### src/swc_map.svh
`ifndef SWC_MAP_SVH
`define SWC_MAP_SVH
`define SWC_ADDR_SETTLE   16'hFFFA
`define SWC_ADDR_REQ_H    16'hFFE1
`define SWC_ADDR_MASK_H   16'hFFE5
`define SWC_REQ_RESET     8'h00
`define SWC_MASK_RESET    8'hFF
`define SWC_SETTLE_RESET  3'h4
`define SWC_SETTLE_MAX    3'h4
`define SWC_WT_BIT        3'h0
`define SWC_SEL_C0        3'h0
`define SWC_SEL_C1        3'h1
`define SWC_SEL_C2        3'h2
`define SWC_SEL_C3        3'h3
`define SWC_WAIT_C0       4096
`define SWC_WAIT_C1       16384
`define SWC_WAIT_C2       32768
`define SWC_WAIT_C3       65536
`define SWC_WAIT_C4       131072
`define SWC_BYTE_ZERO     8'h00
`define SWC_SEL_PAD       5'h00
`define SWC_CNT_ZERO      18'h00000
`define SWC_CNT_ONE       18'h00001
`endif

### src/swc_pkg.sv
package swc_pkg;
  typedef logic [7:0]  swc_byte_type;
  typedef logic [17:0] swc_count_type;
  // Gray order along reset wait, run, halt, stop, settle.
  typedef enum logic [2:0]
  {
    ST_RSTWAIT = 3'h0,
    ST_RUN     = 3'h1,
    ST_HALT    = 3'h3,
    ST_STOP    = 3'h2,
    ST_SETTLE  = 3'h6
  } swc_state_type;
endpackage

### src/swc_reg_if.sv
`timescale 1ns/10ps
interface swc_reg_if;
  logic                  wr_byte;
  logic                  wr_bit;
  logic [2:0]            bit_sel;
  logic                  bit_val;
  swc_pkg::swc_byte_type wdata;
  swc_pkg::swc_byte_type value;
  modport ctrl
  (
    output wr_byte, wr_bit, bit_sel, bit_val, wdata,
    input  value
  );
  modport store
  (
    input  wr_byte, wr_bit, bit_sel, bit_val, wdata,
    output value
  );
endinterface

### src/swc_standby_ctrl.sv
`timescale 1ns/10ps
`include "swc_map.svh"
// Summary of operation
// - Watch timer overflow raises the watch test signal and sets the watch test flag.
// - The watch test flag releases standby only while its mask bit is clear.
// - Watch test wake resumes execution with no vectored branch.
// - Reset clears the request flag register to all zeros.
// - Reset sets the mask flag register to all ones.
// - Request and mask registers accept single-bit and whole-byte writes.
// - Halt instruction gates the CPU clock while oscillators keep running.
// - Stop instruction halts the main oscillator and everything clocked from it.
// - Sleep modes leave registers, flags, memory and port state untouched.
// - Stop is taken only on main clock; halt works from either clock.
// - Settle select register takes whole-byte writes only.
// - Reset loads settle select with four, giving a 2^17 period wait.
// - Codes zero to four select 2^12, 2^14, 2^15, 2^16, 2^17 periods.
// - The settle wait starts counting only once the oscillator runs.
// - Halt on main clock without subclock runs watch timer only on divided main source.
// - Halt on subclock, main stopped: 8-bit timers need external inputs; 16-bit timer, converter and buzzer stop.
// - Halt on subclock, main stopped: clock output runs only from subclock.
// - Halt on subclock, main stopped: serial runs only with external clock.
// - Unmasked watch test during halt resumes at the next instruction.
// - Unmasked watch test during stop waits the settle time, then resumes.
// - Reset during stop starts reset processing only after the settle wait.
module swc_standby_ctrl
#(
  parameter int unsigned WAIT_C0 = `SWC_WAIT_C0,
  parameter int unsigned WAIT_C1 = `SWC_WAIT_C1,
  parameter int unsigned WAIT_C2 = `SWC_WAIT_C2,
  parameter int unsigned WAIT_C3 = `SWC_WAIT_C3,
  parameter int unsigned WAIT_C4 = `SWC_WAIT_C4
)
(
  input  wire logic                  clk,
  input  wire logic                  nrst,
  input  wire logic [15:0]           cpu_addr,
  input  wire swc_pkg::swc_byte_type cpu_wdata,
  input  wire logic                  cpu_wr_byte,
  input  wire logic                  cpu_wr_bit,
  input  wire logic [2:0]            cpu_bit_sel,
  input  wire logic                  cpu_bit_val,
  input  wire logic                  cpu_rd,
  input  wire logic                  halt_cmd,
  input  wire logic                  stop_cmd,
  input  wire logic                  cpu_on_subclk,
  input  wire logic                  sub_osc_present,
  input  wire logic                  main_osc_halted,
  input  wire logic                  main_osc_ready,
  input  wire logic                  watch_overflow,
  input  wire logic                  wt_src_main_div,
  input  wire logic                  wt_src_sub,
  input  wire logic                  tmr8_ext_sel,
  input  wire logic                  clkout_sub_sel,
  input  wire logic                  serial_ext_sel,
  output swc_pkg::swc_byte_type      cpu_rdata,
  output logic                       cpu_clk_en,
  output logic                       main_osc_en,
  output logic                       resume_next,
  output logic                       reset_hold,
  output logic                       watch_test_signal,
  output logic                       in_halt,
  output logic                       in_stop,
  output logic                       wt_run,
  output logic                       tmr8_run,
  output logic                       tmr16_run,
  output logic                       adc_run,
  output logic                       clkout_run,
  output logic                       buzzer_run,
  output logic                       serial_run
);
  import swc_pkg::*;

  function automatic logic addr_hit(logic [15:0] a, logic [15:0] target);
    return a == target;
  endfunction

  function automatic swc_count_type settle_limit(logic [2:0] code);
    swc_count_type r;
    r = 18'(WAIT_C4);
    case (code)
      `SWC_SEL_C0: r = 18'(WAIT_C0);
      `SWC_SEL_C1: r = 18'(WAIT_C1);
      `SWC_SEL_C2: r = 18'(WAIT_C2);
      `SWC_SEL_C3: r = 18'(WAIT_C3);
      default:     r = 18'(WAIT_C4);
    endcase
    return r;
  endfunction

  swc_state_type state;
  swc_state_type next_state;
  logic [2:0]    settle_sel;
  logic          wake_req;
  logic          settle_done;
  logic          timer_active;
  logic          stop_ok;
  logic          next_wt;
  logic          next_tmr8;
  logic          next_tmr16;
  logic          next_adc;
  logic          next_clkout;
  logic          next_buzzer;
  logic          next_serial;

  swc_reg_if req_bus();
  swc_reg_if mask_bus();

  // Both flag registers share the CPU write path; only the decode differs.
  assign req_bus.wr_byte  = cpu_wr_byte && addr_hit(cpu_addr, `SWC_ADDR_REQ_H);
  assign req_bus.wr_bit   = cpu_wr_bit && addr_hit(cpu_addr, `SWC_ADDR_REQ_H);
  assign req_bus.bit_sel  = cpu_bit_sel;
  assign req_bus.bit_val  = cpu_bit_val;
  assign req_bus.wdata    = cpu_wdata;
  assign mask_bus.wr_byte = cpu_wr_byte && addr_hit(cpu_addr, `SWC_ADDR_MASK_H);
  assign mask_bus.wr_bit  = cpu_wr_bit && addr_hit(cpu_addr, `SWC_ADDR_MASK_H);
  assign mask_bus.bit_sel = cpu_bit_sel;
  assign mask_bus.bit_val = cpu_bit_val;
  assign mask_bus.wdata   = cpu_wdata;

  swc_flag_reg
  #(
    .RESET_VAL (`SWC_REQ_RESET),
    .SET_BIT   (`SWC_WT_BIT)
  )
  u_req
  (
    .clk    (clk),
    .nrst   (nrst),
    .bus    (req_bus.store),
    .hw_set (watch_overflow)
  );

  swc_flag_reg
  #(
    .RESET_VAL (`SWC_MASK_RESET),
    .SET_BIT   (`SWC_WT_BIT)
  )
  u_mask
  (
    .clk    (clk),
    .nrst   (nrst),
    .bus    (mask_bus.store),
    .hw_set (1'b0)
  );

  // Prohibited codes are dropped so the timer never sees an undefined wait.
  always_ff @(posedge clk or negedge nrst)
  begin
    if (!nrst)
      settle_sel <= `SWC_SETTLE_RESET;
    else if (cpu_wr_byte && addr_hit(cpu_addr, `SWC_ADDR_SETTLE)
             && cpu_wdata[2:0] <= `SWC_SETTLE_MAX && cpu_wdata[7:3] == `SWC_SEL_PAD)
      settle_sel <= cpu_wdata[2:0];
  end

  // A flag already pending and unmasked releases sleep at once.
  assign wake_req = req_bus.value[`SWC_WT_BIT] && !mask_bus.value[`SWC_WT_BIT];

  assign timer_active = (state == ST_RSTWAIT) || (state == ST_SETTLE);

  swc_settle_timer u_timer
  (
    .clk       (clk),
    .nrst      (nrst),
    .active    (timer_active),
    .osc_ready (main_osc_ready),
    .limit     (settle_limit(settle_sel)),
    .done      (settle_done)
  );

  assign stop_ok = stop_cmd && !cpu_on_subclk;

  always_comb
  begin
    next_state = state;
    case (state)
      ST_RSTWAIT:
        if (settle_done)
          next_state = ST_RUN;
      ST_RUN:
        if (stop_ok)
          next_state = ST_STOP;
        else if (halt_cmd)
          next_state = ST_HALT;
      ST_HALT:
        if (wake_req)
          next_state = ST_RUN;
      ST_STOP:
        if (wake_req)
          next_state = ST_SETTLE;
      ST_SETTLE:
        if (settle_done)
          next_state = ST_RUN;
      default:
        next_state = ST_RSTWAIT;
    endcase
  end

  // Only the sequencer state moves on entry; stored registers keep their contents.
  always_ff @(posedge clk or negedge nrst)
  begin
    if (!nrst)
      state <= ST_RSTWAIT;
    else
      state <= next_state;
  end

  always_ff @(posedge clk or negedge nrst)
  begin
    if (!nrst)
    begin
      cpu_clk_en  <= 1'b0;
      main_osc_en <= 1'b0;
      reset_hold  <= 1'b1;
      in_halt     <= 1'b0;
      in_stop     <= 1'b0;
    end
    else
    begin
      cpu_clk_en  <= (next_state == ST_RUN);
      main_osc_en <= (next_state != ST_STOP);
      reset_hold  <= (next_state == ST_RSTWAIT);
      in_halt     <= (next_state == ST_HALT);
      in_stop     <= (next_state == ST_STOP) || (next_state == ST_SETTLE);
    end
  end

  // Resume is a plain restart at the next instruction; no vector is fetched.
  always_ff @(posedge clk or negedge nrst)
  begin
    if (!nrst)
      resume_next <= 1'b0;
    else
      resume_next <= (state == ST_HALT || state == ST_SETTLE) && next_state == ST_RUN;
  end

  always_ff @(posedge clk or negedge nrst)
  begin
    if (!nrst)
      watch_test_signal <= 1'b0;
    else
      watch_test_signal <= watch_overflow;
  end

  always_comb
  begin
    next_wt     = 1'b1;
    next_tmr8   = 1'b1;
    next_tmr16  = 1'b1;
    next_adc    = 1'b1;
    next_clkout = 1'b1;
    next_buzzer = 1'b1;
    next_serial = 1'b1;
    case (state)
      ST_HALT:
        if (cpu_on_subclk && main_osc_halted)
        begin
          next_wt     = wt_src_sub;
          next_tmr8   = tmr8_ext_sel;
          next_tmr16  = 1'b0;
          next_adc    = 1'b0;
          next_clkout = clkout_sub_sel;
          next_buzzer = 1'b0;
          next_serial = serial_ext_sel;
        end
        else if (!cpu_on_subclk && !sub_osc_present)
          next_wt = wt_src_main_div;
      ST_STOP, ST_SETTLE, ST_RSTWAIT:
      begin
        next_wt     = sub_osc_present && wt_src_sub;
        next_tmr8   = tmr8_ext_sel;
        next_tmr16  = 1'b0;
        next_adc    = 1'b0;
        next_clkout = sub_osc_present && clkout_sub_sel;
        next_buzzer = 1'b0;
        next_serial = serial_ext_sel;
      end
      default:
        next_wt = 1'b1;
    endcase
  end

  always_ff @(posedge clk or negedge nrst)
  begin
    if (!nrst)
    begin
      wt_run     <= 1'b0;
      tmr8_run   <= 1'b0;
      tmr16_run  <= 1'b0;
      adc_run    <= 1'b0;
      clkout_run <= 1'b0;
      buzzer_run <= 1'b0;
      serial_run <= 1'b0;
    end
    else
    begin
      wt_run     <= next_wt;
      tmr8_run   <= next_tmr8;
      tmr16_run  <= next_tmr16;
      adc_run    <= next_adc;
      clkout_run <= next_clkout;
      buzzer_run <= next_buzzer;
      serial_run <= next_serial;
    end
  end

  // Unmapped addresses read as zero so a stray poll never looks like a flag.
  always_ff @(posedge clk or negedge nrst)
  begin
    if (!nrst)
      cpu_rdata <= `SWC_BYTE_ZERO;
    else if (cpu_rd)
    begin
      if (addr_hit(cpu_addr, `SWC_ADDR_REQ_H))
        cpu_rdata <= req_bus.value;
      else if (addr_hit(cpu_addr, `SWC_ADDR_MASK_H))
        cpu_rdata <= mask_bus.value;
      else if (addr_hit(cpu_addr, `SWC_ADDR_SETTLE))
        cpu_rdata <= {`SWC_SEL_PAD, settle_sel};
      else
        cpu_rdata <= `SWC_BYTE_ZERO;
    end
  end
endmodule // swc_standby_ctrl

### src/swc_flag_reg.sv
`timescale 1ns/10ps
`include "swc_map.svh"
module swc_flag_reg
#(
  parameter logic [7:0] RESET_VAL = 8'h00,
  parameter logic [2:0] SET_BIT   = 3'h0
)
(
  input  wire logic  clk,
  input  wire logic  nrst,
  swc_reg_if.store   bus,
  input  wire logic  hw_set
);
  import swc_pkg::*;

  function automatic swc_byte_type bit_merge(swc_byte_type old, logic [2:0] sel, logic v);
    swc_byte_type r;
    r      = old;
    r[sel] = v;
    return r;
  endfunction

  swc_byte_type next_value;

  always_comb
  begin
    next_value = bus.value;
    if (bus.wr_byte)
      next_value = bus.wdata;
    else if (bus.wr_bit)
      next_value = bit_merge(bus.value, bus.bit_sel, bus.bit_val);
    // A hardware event in the same cycle as a software clear still lands.
    if (hw_set)
      next_value[SET_BIT] = 1'b1;
  end

  always_ff @(posedge clk or negedge nrst)
  begin
    if (!nrst)
      bus.value <= RESET_VAL;
    else
      bus.value <= next_value;
  end
endmodule // swc_flag_reg

### src/swc_settle_timer.sv
`timescale 1ns/10ps
`include "swc_map.svh"
module swc_settle_timer
(
  input  wire logic                   clk,
  input  wire logic                   nrst,
  input  wire logic                   active,
  input  wire logic                   osc_ready,
  input  wire swc_pkg::swc_count_type limit,
  output logic                        done
);
  import swc_pkg::*;

  swc_count_type cnt;

  // Cycles before the oscillator reports running are not part of the wait.
  always_ff @(posedge clk or negedge nrst)
  begin
    if (!nrst)
      cnt <= `SWC_CNT_ZERO;
    else if (!active)
      cnt <= `SWC_CNT_ZERO;
    else if (osc_ready)
      cnt <= cnt + `SWC_CNT_ONE;
  end

  assign done = active && osc_ready && (cnt == limit - `SWC_CNT_ONE);
endmodule // swc_settle_timer

### config.mk
export PLATFORM = sky130hd
export DESIGN_NAME = swc_standby_ctrl
export DESIGN_NICKNAME = d
export VERILOG_FILES = /design/src/swc_pkg.sv /design/src/swc_reg_if.sv /design/src/swc_standby_ctrl.sv /design/src/swc_flag_reg.sv /design/src/swc_settle_timer.sv
export VERILOG_INCLUDE_DIRS = /design/src /design/src/src
export SDC_FILE = /design/constraint.sdc
export NUM_CORES = 1
export LEC_CHECK = 0
export BUFFER_PORTS_ARGS = -buffer_cell sky130_fd_sc_hd__clkbuf_2
export CAP_MARGIN = 20
export CORE_ASPECT_RATIO = 1.5
export CORE_MARGIN = 3
export CORE_UTILIZATION = 55
export DETAILED_ROUTE_END_ITERATION = 10
export MAX_ROUTING_LAYER = met4
export PLACE_DENSITY = 0.79
export SYNTH_ARGS = -nofsm -noshare
export SYNTH_HDL_FRONTEND = slang
export SYNTH_HIERARCHICAL = 1
export SYNTH_SLANG_ARGS = --single-unit
### constraint.sdc
create_clock -name clk -period 3.3 [get_ports clk]
set_clock_uncertainty 0.1 [all_clocks]
set_input_delay 0.165 -clock clk [delete_from_list [all_inputs] [get_ports clk]]
set_output_delay 0.165 -clock clk [all_outputs]
set_load 0.1 [all_outputs]
==> results of run 1 <==
## cells by family (layout without fill, tap and decap cells)
group | after synthesis | count (layout) | synth area share (%)
fa+ha+maj | 2 | 2 | 0.6574
xor+xnor | 39 | 39 | 8.974
flops | 60 | 60 | 39.78
other cells | 1 | 60 | 0.09852
compound gates | 59 | 59 | 9.731
mux | 29 | 29 | 7.890
simple gates | 172 | 172 | 28.73
buf+inv | 34 | 116 | 4.142
## critical path, cell delays in order, from the launching register on
cell and delay (ns):
dfrtp_1 0.43, nor3b_1 0.47, xor2_1 0.17, or2_2 0.30, a211oi_1 0.23, o221ai_1 0.16
nor4_1 0.35, buf_4 0.20, nor2b_1 0.04, o21ai_0 0.23, inv_1 0.10, nor3_1 0.18
## through the flow
stage / util, % / std cells
2_1_floorplan: - / 455
3_3_place_gp: 66.29 / 583
3_5_place_dp: 66.29 / 583
4_1_cts: 71.84 / 613
5_1_grt: 72.01 / 613
6_report: 72.01 / 613
## worst paths after layout
| kind | startpoint | endpoint | slack [ns] |
|---|---|---|---|
| max in group asynchronous | nrst | u_mask/bus.value[6] | 1.92 |
| worst min-delay path | cpu_wdata[0] | u_mask/bus.value[0] | 0.05 |
| min in group asynchronous | nrst | clkout_run | 0.25 |
| worst min register to register | u_req/bus.value[2] | cpu_rdata[2] | 0.43 |
| worst max-delay path | settle_sel[0] | in_halt | 0.25 |
| worst max register to register | settle_sel[0] | in_halt | 0.25 |
## placed cells by master (no fill, tap or decap), types with 3 or more instances in the layout
cell            n
o21ai_1        14
nand3_1        19
inv_1          15
conb_1         60
nand2b_1        5
dlygate4sd3_1  14
nor2b_1         5
a21oi_1         9
and4bb_1        6
xor2_1         16
nor3b_1         3
clkbuf_8       11
nor4_2          4
nand4b_1        9
buf_4           5
o21ai_0        12
nor4_1          8
xnor2_1        23
nor2_1         16
and2_1         17
or2_2           4
and4_1          3
nand3b_1        4
clkbuf_2       66
dfrtp_1        50
o22ai_1         4
nor3_1          6
mux2i_1        21
dfstp_2        10
nand4_1         8
mux2_2          8
nand2_1        36
## layer usage
layer / GRT usage (%) / wire length (um) / vias up
li1: - / - / 1632
met1: 25.96 / 3239 / 1587
met2: 44.61 / 5141 / 74
met3: 4.019 / 261 / 26
met4: 11.14 / 269 / 0
met5: - / 0 / -
## flip-flops by register name, indices dropped and copies added, names as in the netlist
| name | count |
|---|---|
| u_timer/cnt | 18 |
| in_halt | 1 |
| resume_next | 1 |
| wt_run | 1 |
| clkout_run | 1 |
| serial_run | 1 |
| tmr8_run | 1 |
| main_osc_en | 1 |
| in_stop | 1 |
| u_req/bus.value | 8 |
| cpu_clk_en | 1 |
| buzzer_run | 1 |
| u_mask/bus.value | 8 |
| settle_sel | 3 |
| state | 3 |
| reset_hold | 1 |
| cpu_rdata | 8 |
| watch_test_signal | 1 |
## report_power, final
part	internal (uW)	switching, uW	leakage, uW
Combinational	138	403	0.00134
Sequential	782	40.0	0.000774
Clock	465	283	0.000113
Total	1390	727	0.00223
## area by class of cell
type	count	area (sq um)	area share, %
Clock buffer	12	155.1	3.254
Timing Repair Buffer	85	508.0	10.65
Inverter	15	56.30	1.181
Multi-Input combinational cell	361	2367	49.65
Clock inverter	4	72.57	1.522
Sequential cell	60	1514	31.75
Tap cell	76	95.09	1.994
## timing repair
action,CTS,global route
setup endpoints to repair,0,3
hold endpoints to repair,39,0
hold buffers,14,0
resized for setup,0,2
==> results.cfg, run 1 <==
[outcome]
status = completed

[floorplanning]
die_width_um = 73.92
dieArea_sq_mm = 0.007975
start_util_pct = 57.48
rows = 36
die_y_um = 107.9
coreArea_sq_mm = 0.006621
io-pin-count = 67

[timing]
slew_viol_final = 0
holdWs_ns = 0.04593
finalCritPeriodShare_pct = 92.44
fin_ws_ns = 0.2495
setup_viol = 0
layout_min_cycle_time_ns = 3.050
relSlewSlack_pct = 54.17
grt_setup_unrepaired = false
max_freq_ghz = 0.3278
worst_slew_pin_slew_ns = 0.6812
hold_viol_final = 0
fin_tns_setup_ns = 0

[logic_synthesis]
yosys.area.top_type = dfrtp_1
ys_types = 61
yosys_warnings = 6
yosysMostFrequentCell = dfrtp_1
synth_edf_count = 0
ys_seq_elements = 60
synth_common_cells = dfrtp_1 (50), nand2_1 (36), xnor2_1 (23), mux2i_1 (21), nand3_1 (19)
synth_area_leaders = dfrtp_1 (33%), dfstp_2 (6.9%), mux2i_1 (5.5%)
syn_inst = 396
synth_seq_area_share_pct = 39.78
netlist_area_sq_mm = 0.003806
synth_top_area_share_pct = 32.87
ys_async_sr_fraction_pct = 100.0
ys.flop_type = dfrtp_1
syn-mean-instance-area_sq_um = 9.611

[power]
powerDensity_mw_per_mm2 = 442.9
total_power_uw = 2112
ir_drop_mv = 0.6161
p_leak_uw = 0.002230

[setup_path]
reg2reg_depth = 11
crit_type = register to register
worst-endpoint-required_ns = 3.45
startpoint_type = register
crit_fanout = 6
crit_path_end_kind = register
cp.arrival_ns = 3.20

[cells_and_area]
area_growth_pct = 25.28
final_nets = 579
drive_above_1_share_pct = 23.84
fillers = 498
diodes = 0
final_area_sq_mm = 0.004768

[global_route]
grt_pass1_vias = 3395
grt_pass1_wl_um = 14720
grt_usage_pct = 24.87
grt_antenna_before_repair = 0
overflow = 0
grt_max_degree = 39

[worst_hold_path]
min_delay_path_depth = 3
hp-class = primary input to register

[clock_tree]
clock-sinks = 60
cts_tree = done
post_cts_buffers = 0
htreeDepth = 3
cts_max_path_buffers = 2
insertion_delay_ns = 0.34
cts_root_buf = clkbuf_8
clk_pin_slew_worst_paths_ns = 0.06
cts_buffers = 9

[routing]
drc = 0
dr.first_iter.drc_count = 140
firstDrtPassIters = 4
wl_per_cell_um = 14.54
drtAntennaViolNets = 0
routed_wl_um = 8913
viasPerCell = 5.414
vias = 3319

[flow_run]
cap_violations = 0

[placement]
hpwl_um = 6544
gp_congestion = 0.8228
preCtsSetupSlack_ns = 0.1937
io_buffers = 66
placed_area_sq_mm = 0.004389
Power figures use the tool's default switching activity.
==> inputs of run 2 (changes only) <==
--- a/config.mk
+++ b/config.mk
@@ -8,12 +8,14 @@
 export LEC_CHECK = 0
 export BUFFER_PORTS_ARGS = -buffer_cell sky130_fd_sc_hd__clkbuf_2
 export CAP_MARGIN = 20
+export CELL_PAD_IN_SITES_DETAIL_PLACEMENT = 1
+export CELL_PAD_IN_SITES_GLOBAL_PLACEMENT = 1
 export CORE_ASPECT_RATIO = 1.5
 export CORE_MARGIN = 3
-export CORE_UTILIZATION = 55
+export CORE_UTILIZATION = 43
 export DETAILED_ROUTE_END_ITERATION = 10
 export MAX_ROUTING_LAYER = met4
-export PLACE_DENSITY = 0.79
+export PLACE_DENSITY_LB_ADDON = 0.1
 export SYNTH_ARGS = -nofsm -noshare
 export SYNTH_HDL_FRONTEND = slang
 export SYNTH_HIERARCHICAL = 1
==> results.cfg, run 2 (synthesis gave the netlist of run 1 again) <==
[cells_and_area]
area_growth_pct = 27.84
final_nets = 577
largest_reg_flops = 18
max_flop_register = u_timer/cnt
diodes = 0
final_cell_mix = clkbuf_2 (66), conb_1 (60), dfrtp_1 (50)
drive_above_1_share_pct = 23.93
fillers = 1031
layout_commonest_cell = clkbuf_2
fin_util_pct = 57.14

[timing]
fin_ws_ns = 0.3313
max_freq_ghz = 0.3369
finalCritPeriodShare_pct = 89.96
setup_viol = 0
layout_min_cycle_time_ns = 2.969
slew_viol_final = 0
hold_viol_final = 0
relSlewSlack_pct = 51.87
worst_slew_pin_slew_ns = 0.7126

[floorplanning]
die_width_um = 82.82
dieArea_sq_mm = 0.01004
rows = 41
io-pin-count = 67
coreArea_sq_mm = 0.008516
start_util_pct = 44.70
die_y_um = 121.2

[setup_path]
crit_path_end_kind = register
crit_family = simple AND/OR/NAND/NOR gates
slowest_stage = dfstp_2
crit_chain = nor3_4 -> nor4_2 -> nand2_1 -> nor3_1 -> xnor2_1 -> o221ai_1 -> nor4_1 -> buf_4 -> nor2b_1 -> o21ai_0 -> inv_1 -> nor3_1
crit_top_cell = nor3_1
rrSetupSlack_ns = 0.33
crit_fanout = 7
cp_num_buf_inv = 2
reg2reg_depth = 12
crit_start = settle_sel[2]
worst_r2r_endpoint = in_halt
worst-endpoint-required_ns = 3.44
startpoint_type = register
crit_type = register to register
slowest_delay_ns = 0.63
path_depth = 12
reg2reg_from = settle_sel[2]
cp.arrival_ns = 3.11
crit_end = in_halt

[routing]
viasPerCell = 5.217
dr.first_iter.drc_count = 103
wl_per_cell_um = 16.19
firstDrtPassIters = 4
vias = 3349
routed_wl_um = 10390
drc = 0
drtAntennaViolNets = 0

[clock_tree]
insertion_delay_ns = 0.33
cts_root_buf = clkbuf_16
htreeDepth = 3
cts_buffers = 9
cts_max_path_buffers = 2
clk_pin_slew_worst_paths_ns = 0.05
cts_tree = done
clock-sinks = 60

[worst_hold_path]
hp-class = primary input to register
min_delay_path_depth = 3

[power]
total_power_uw = 2294
powerDensity_mw_per_mm2 = 471.5
p_leak_uw = 0.002267
ir_drop_mv = 0.3210

[global_route]
grt_pass1_vias = 3662
grt_usage_pct = 22.34
grt_antenna_before_repair = 0
grt_max_degree = 39
overflow = 0
grt_pass1_wl_um = 17350

[placement]
io_buffers = 66
preCtsSetupSlack_ns = 0.09004
gp_congestion = 0.7575
hpwl_um = 7646

[outcome]
status = completed

[flow_run]
cap_violations = 0
## run 2: changes by cell type in the layout (fill, tap and decap cells not counted), sizes merged
cell | before | now
bufinv | 2 | 1
clkbuf | 78 | 79
clkinvlp | 1 | 0
dlygate4sd3 | 14 | 12
clkinv | 1 | 2
## run 2: through the flow
stage	cells	area, sq um	hold slack (ns)	TNS [ns]
after global routing	642	4866	0.02318	-0.004654
after detailed placement	614	4428	0.08786	0
after global placement	614	4428	0.08689	0
after CTS	642	4838	0.0009074	0
final	642	4866	0.006280	0
after floorplan	455	4028	-0.2306	0
## run 2: power by group
group / switching (uW) / internal, uW / total, uW
Sequential: 41.7 / 783 / 825
Combinational: 412 / 137 / 549
Clock: 318 / 602 / 920
Total: 772 / 1520 / 2290
## run 2: layout make-up
cell class                      instances  area [sq um]  area share (%)
Clock inverter                          3         40.04          0.8228
Sequential cell                        60          1514           31.11
Inverter                               15         56.30           1.157
Multi-Input combinational cell        361          2384           48.98
Timing Repair Buffer                   83         488.0           10.03
Clock buffer                           13         250.2           5.143
Tap cell                              107         133.9           2.751
## run 2: how the worst min path moves through the flow
stage | start | to
2_1_floorplan | nrst | buzzer_run
3_3_place_gp | nrst | in_stop
3_5_place_dp | nrst | in_stop
4_1_cts | cpu_wdata[4] | u_mask/bus.value[4]
5_1_grt | cpu_wdata[4] | u_mask/bus.value[4]
6_report | cpu_wdata[4] | u_mask/bus.value[4]
## run 2: per-layer routing
| layer | GRT usage [%] | part of all wire (%) | up-vias |
|---|---|---|---|
| li1 | - | - | 1631 |
| met3 | 4.212 | 2.2 | 17 |
| met1 | 21.95 | 37 | 1654 |
| met2 | 43.52 | 59 | 47 |
| met4 | 7.362 | 2.0 | 0 |
| met5 | - | 0 | - |
## run 2: timing repair
item	4_1_cts	5_1_grt
setup endpoints to repair	0	8
gates resized for setup	0	5
hold endpoints to repair	35	0
hold buffers	12	0
buffers inserted	0	0
## run 2: worst register-to-register path, cell delays in order, from the launching register on
cell and delay (ns):
dfstp_2 0.63, nor3_4 0.08, nor4_2 0.38, nand2_1 0.09, nor3_1 0.22, xnor2_1 0.15, o221ai_1 0.12, nor4_1 0.35
buf_4 0.21, nor2b_1 0.05, o21ai_0 0.24, inv_1 0.10, nor3_1 0.18
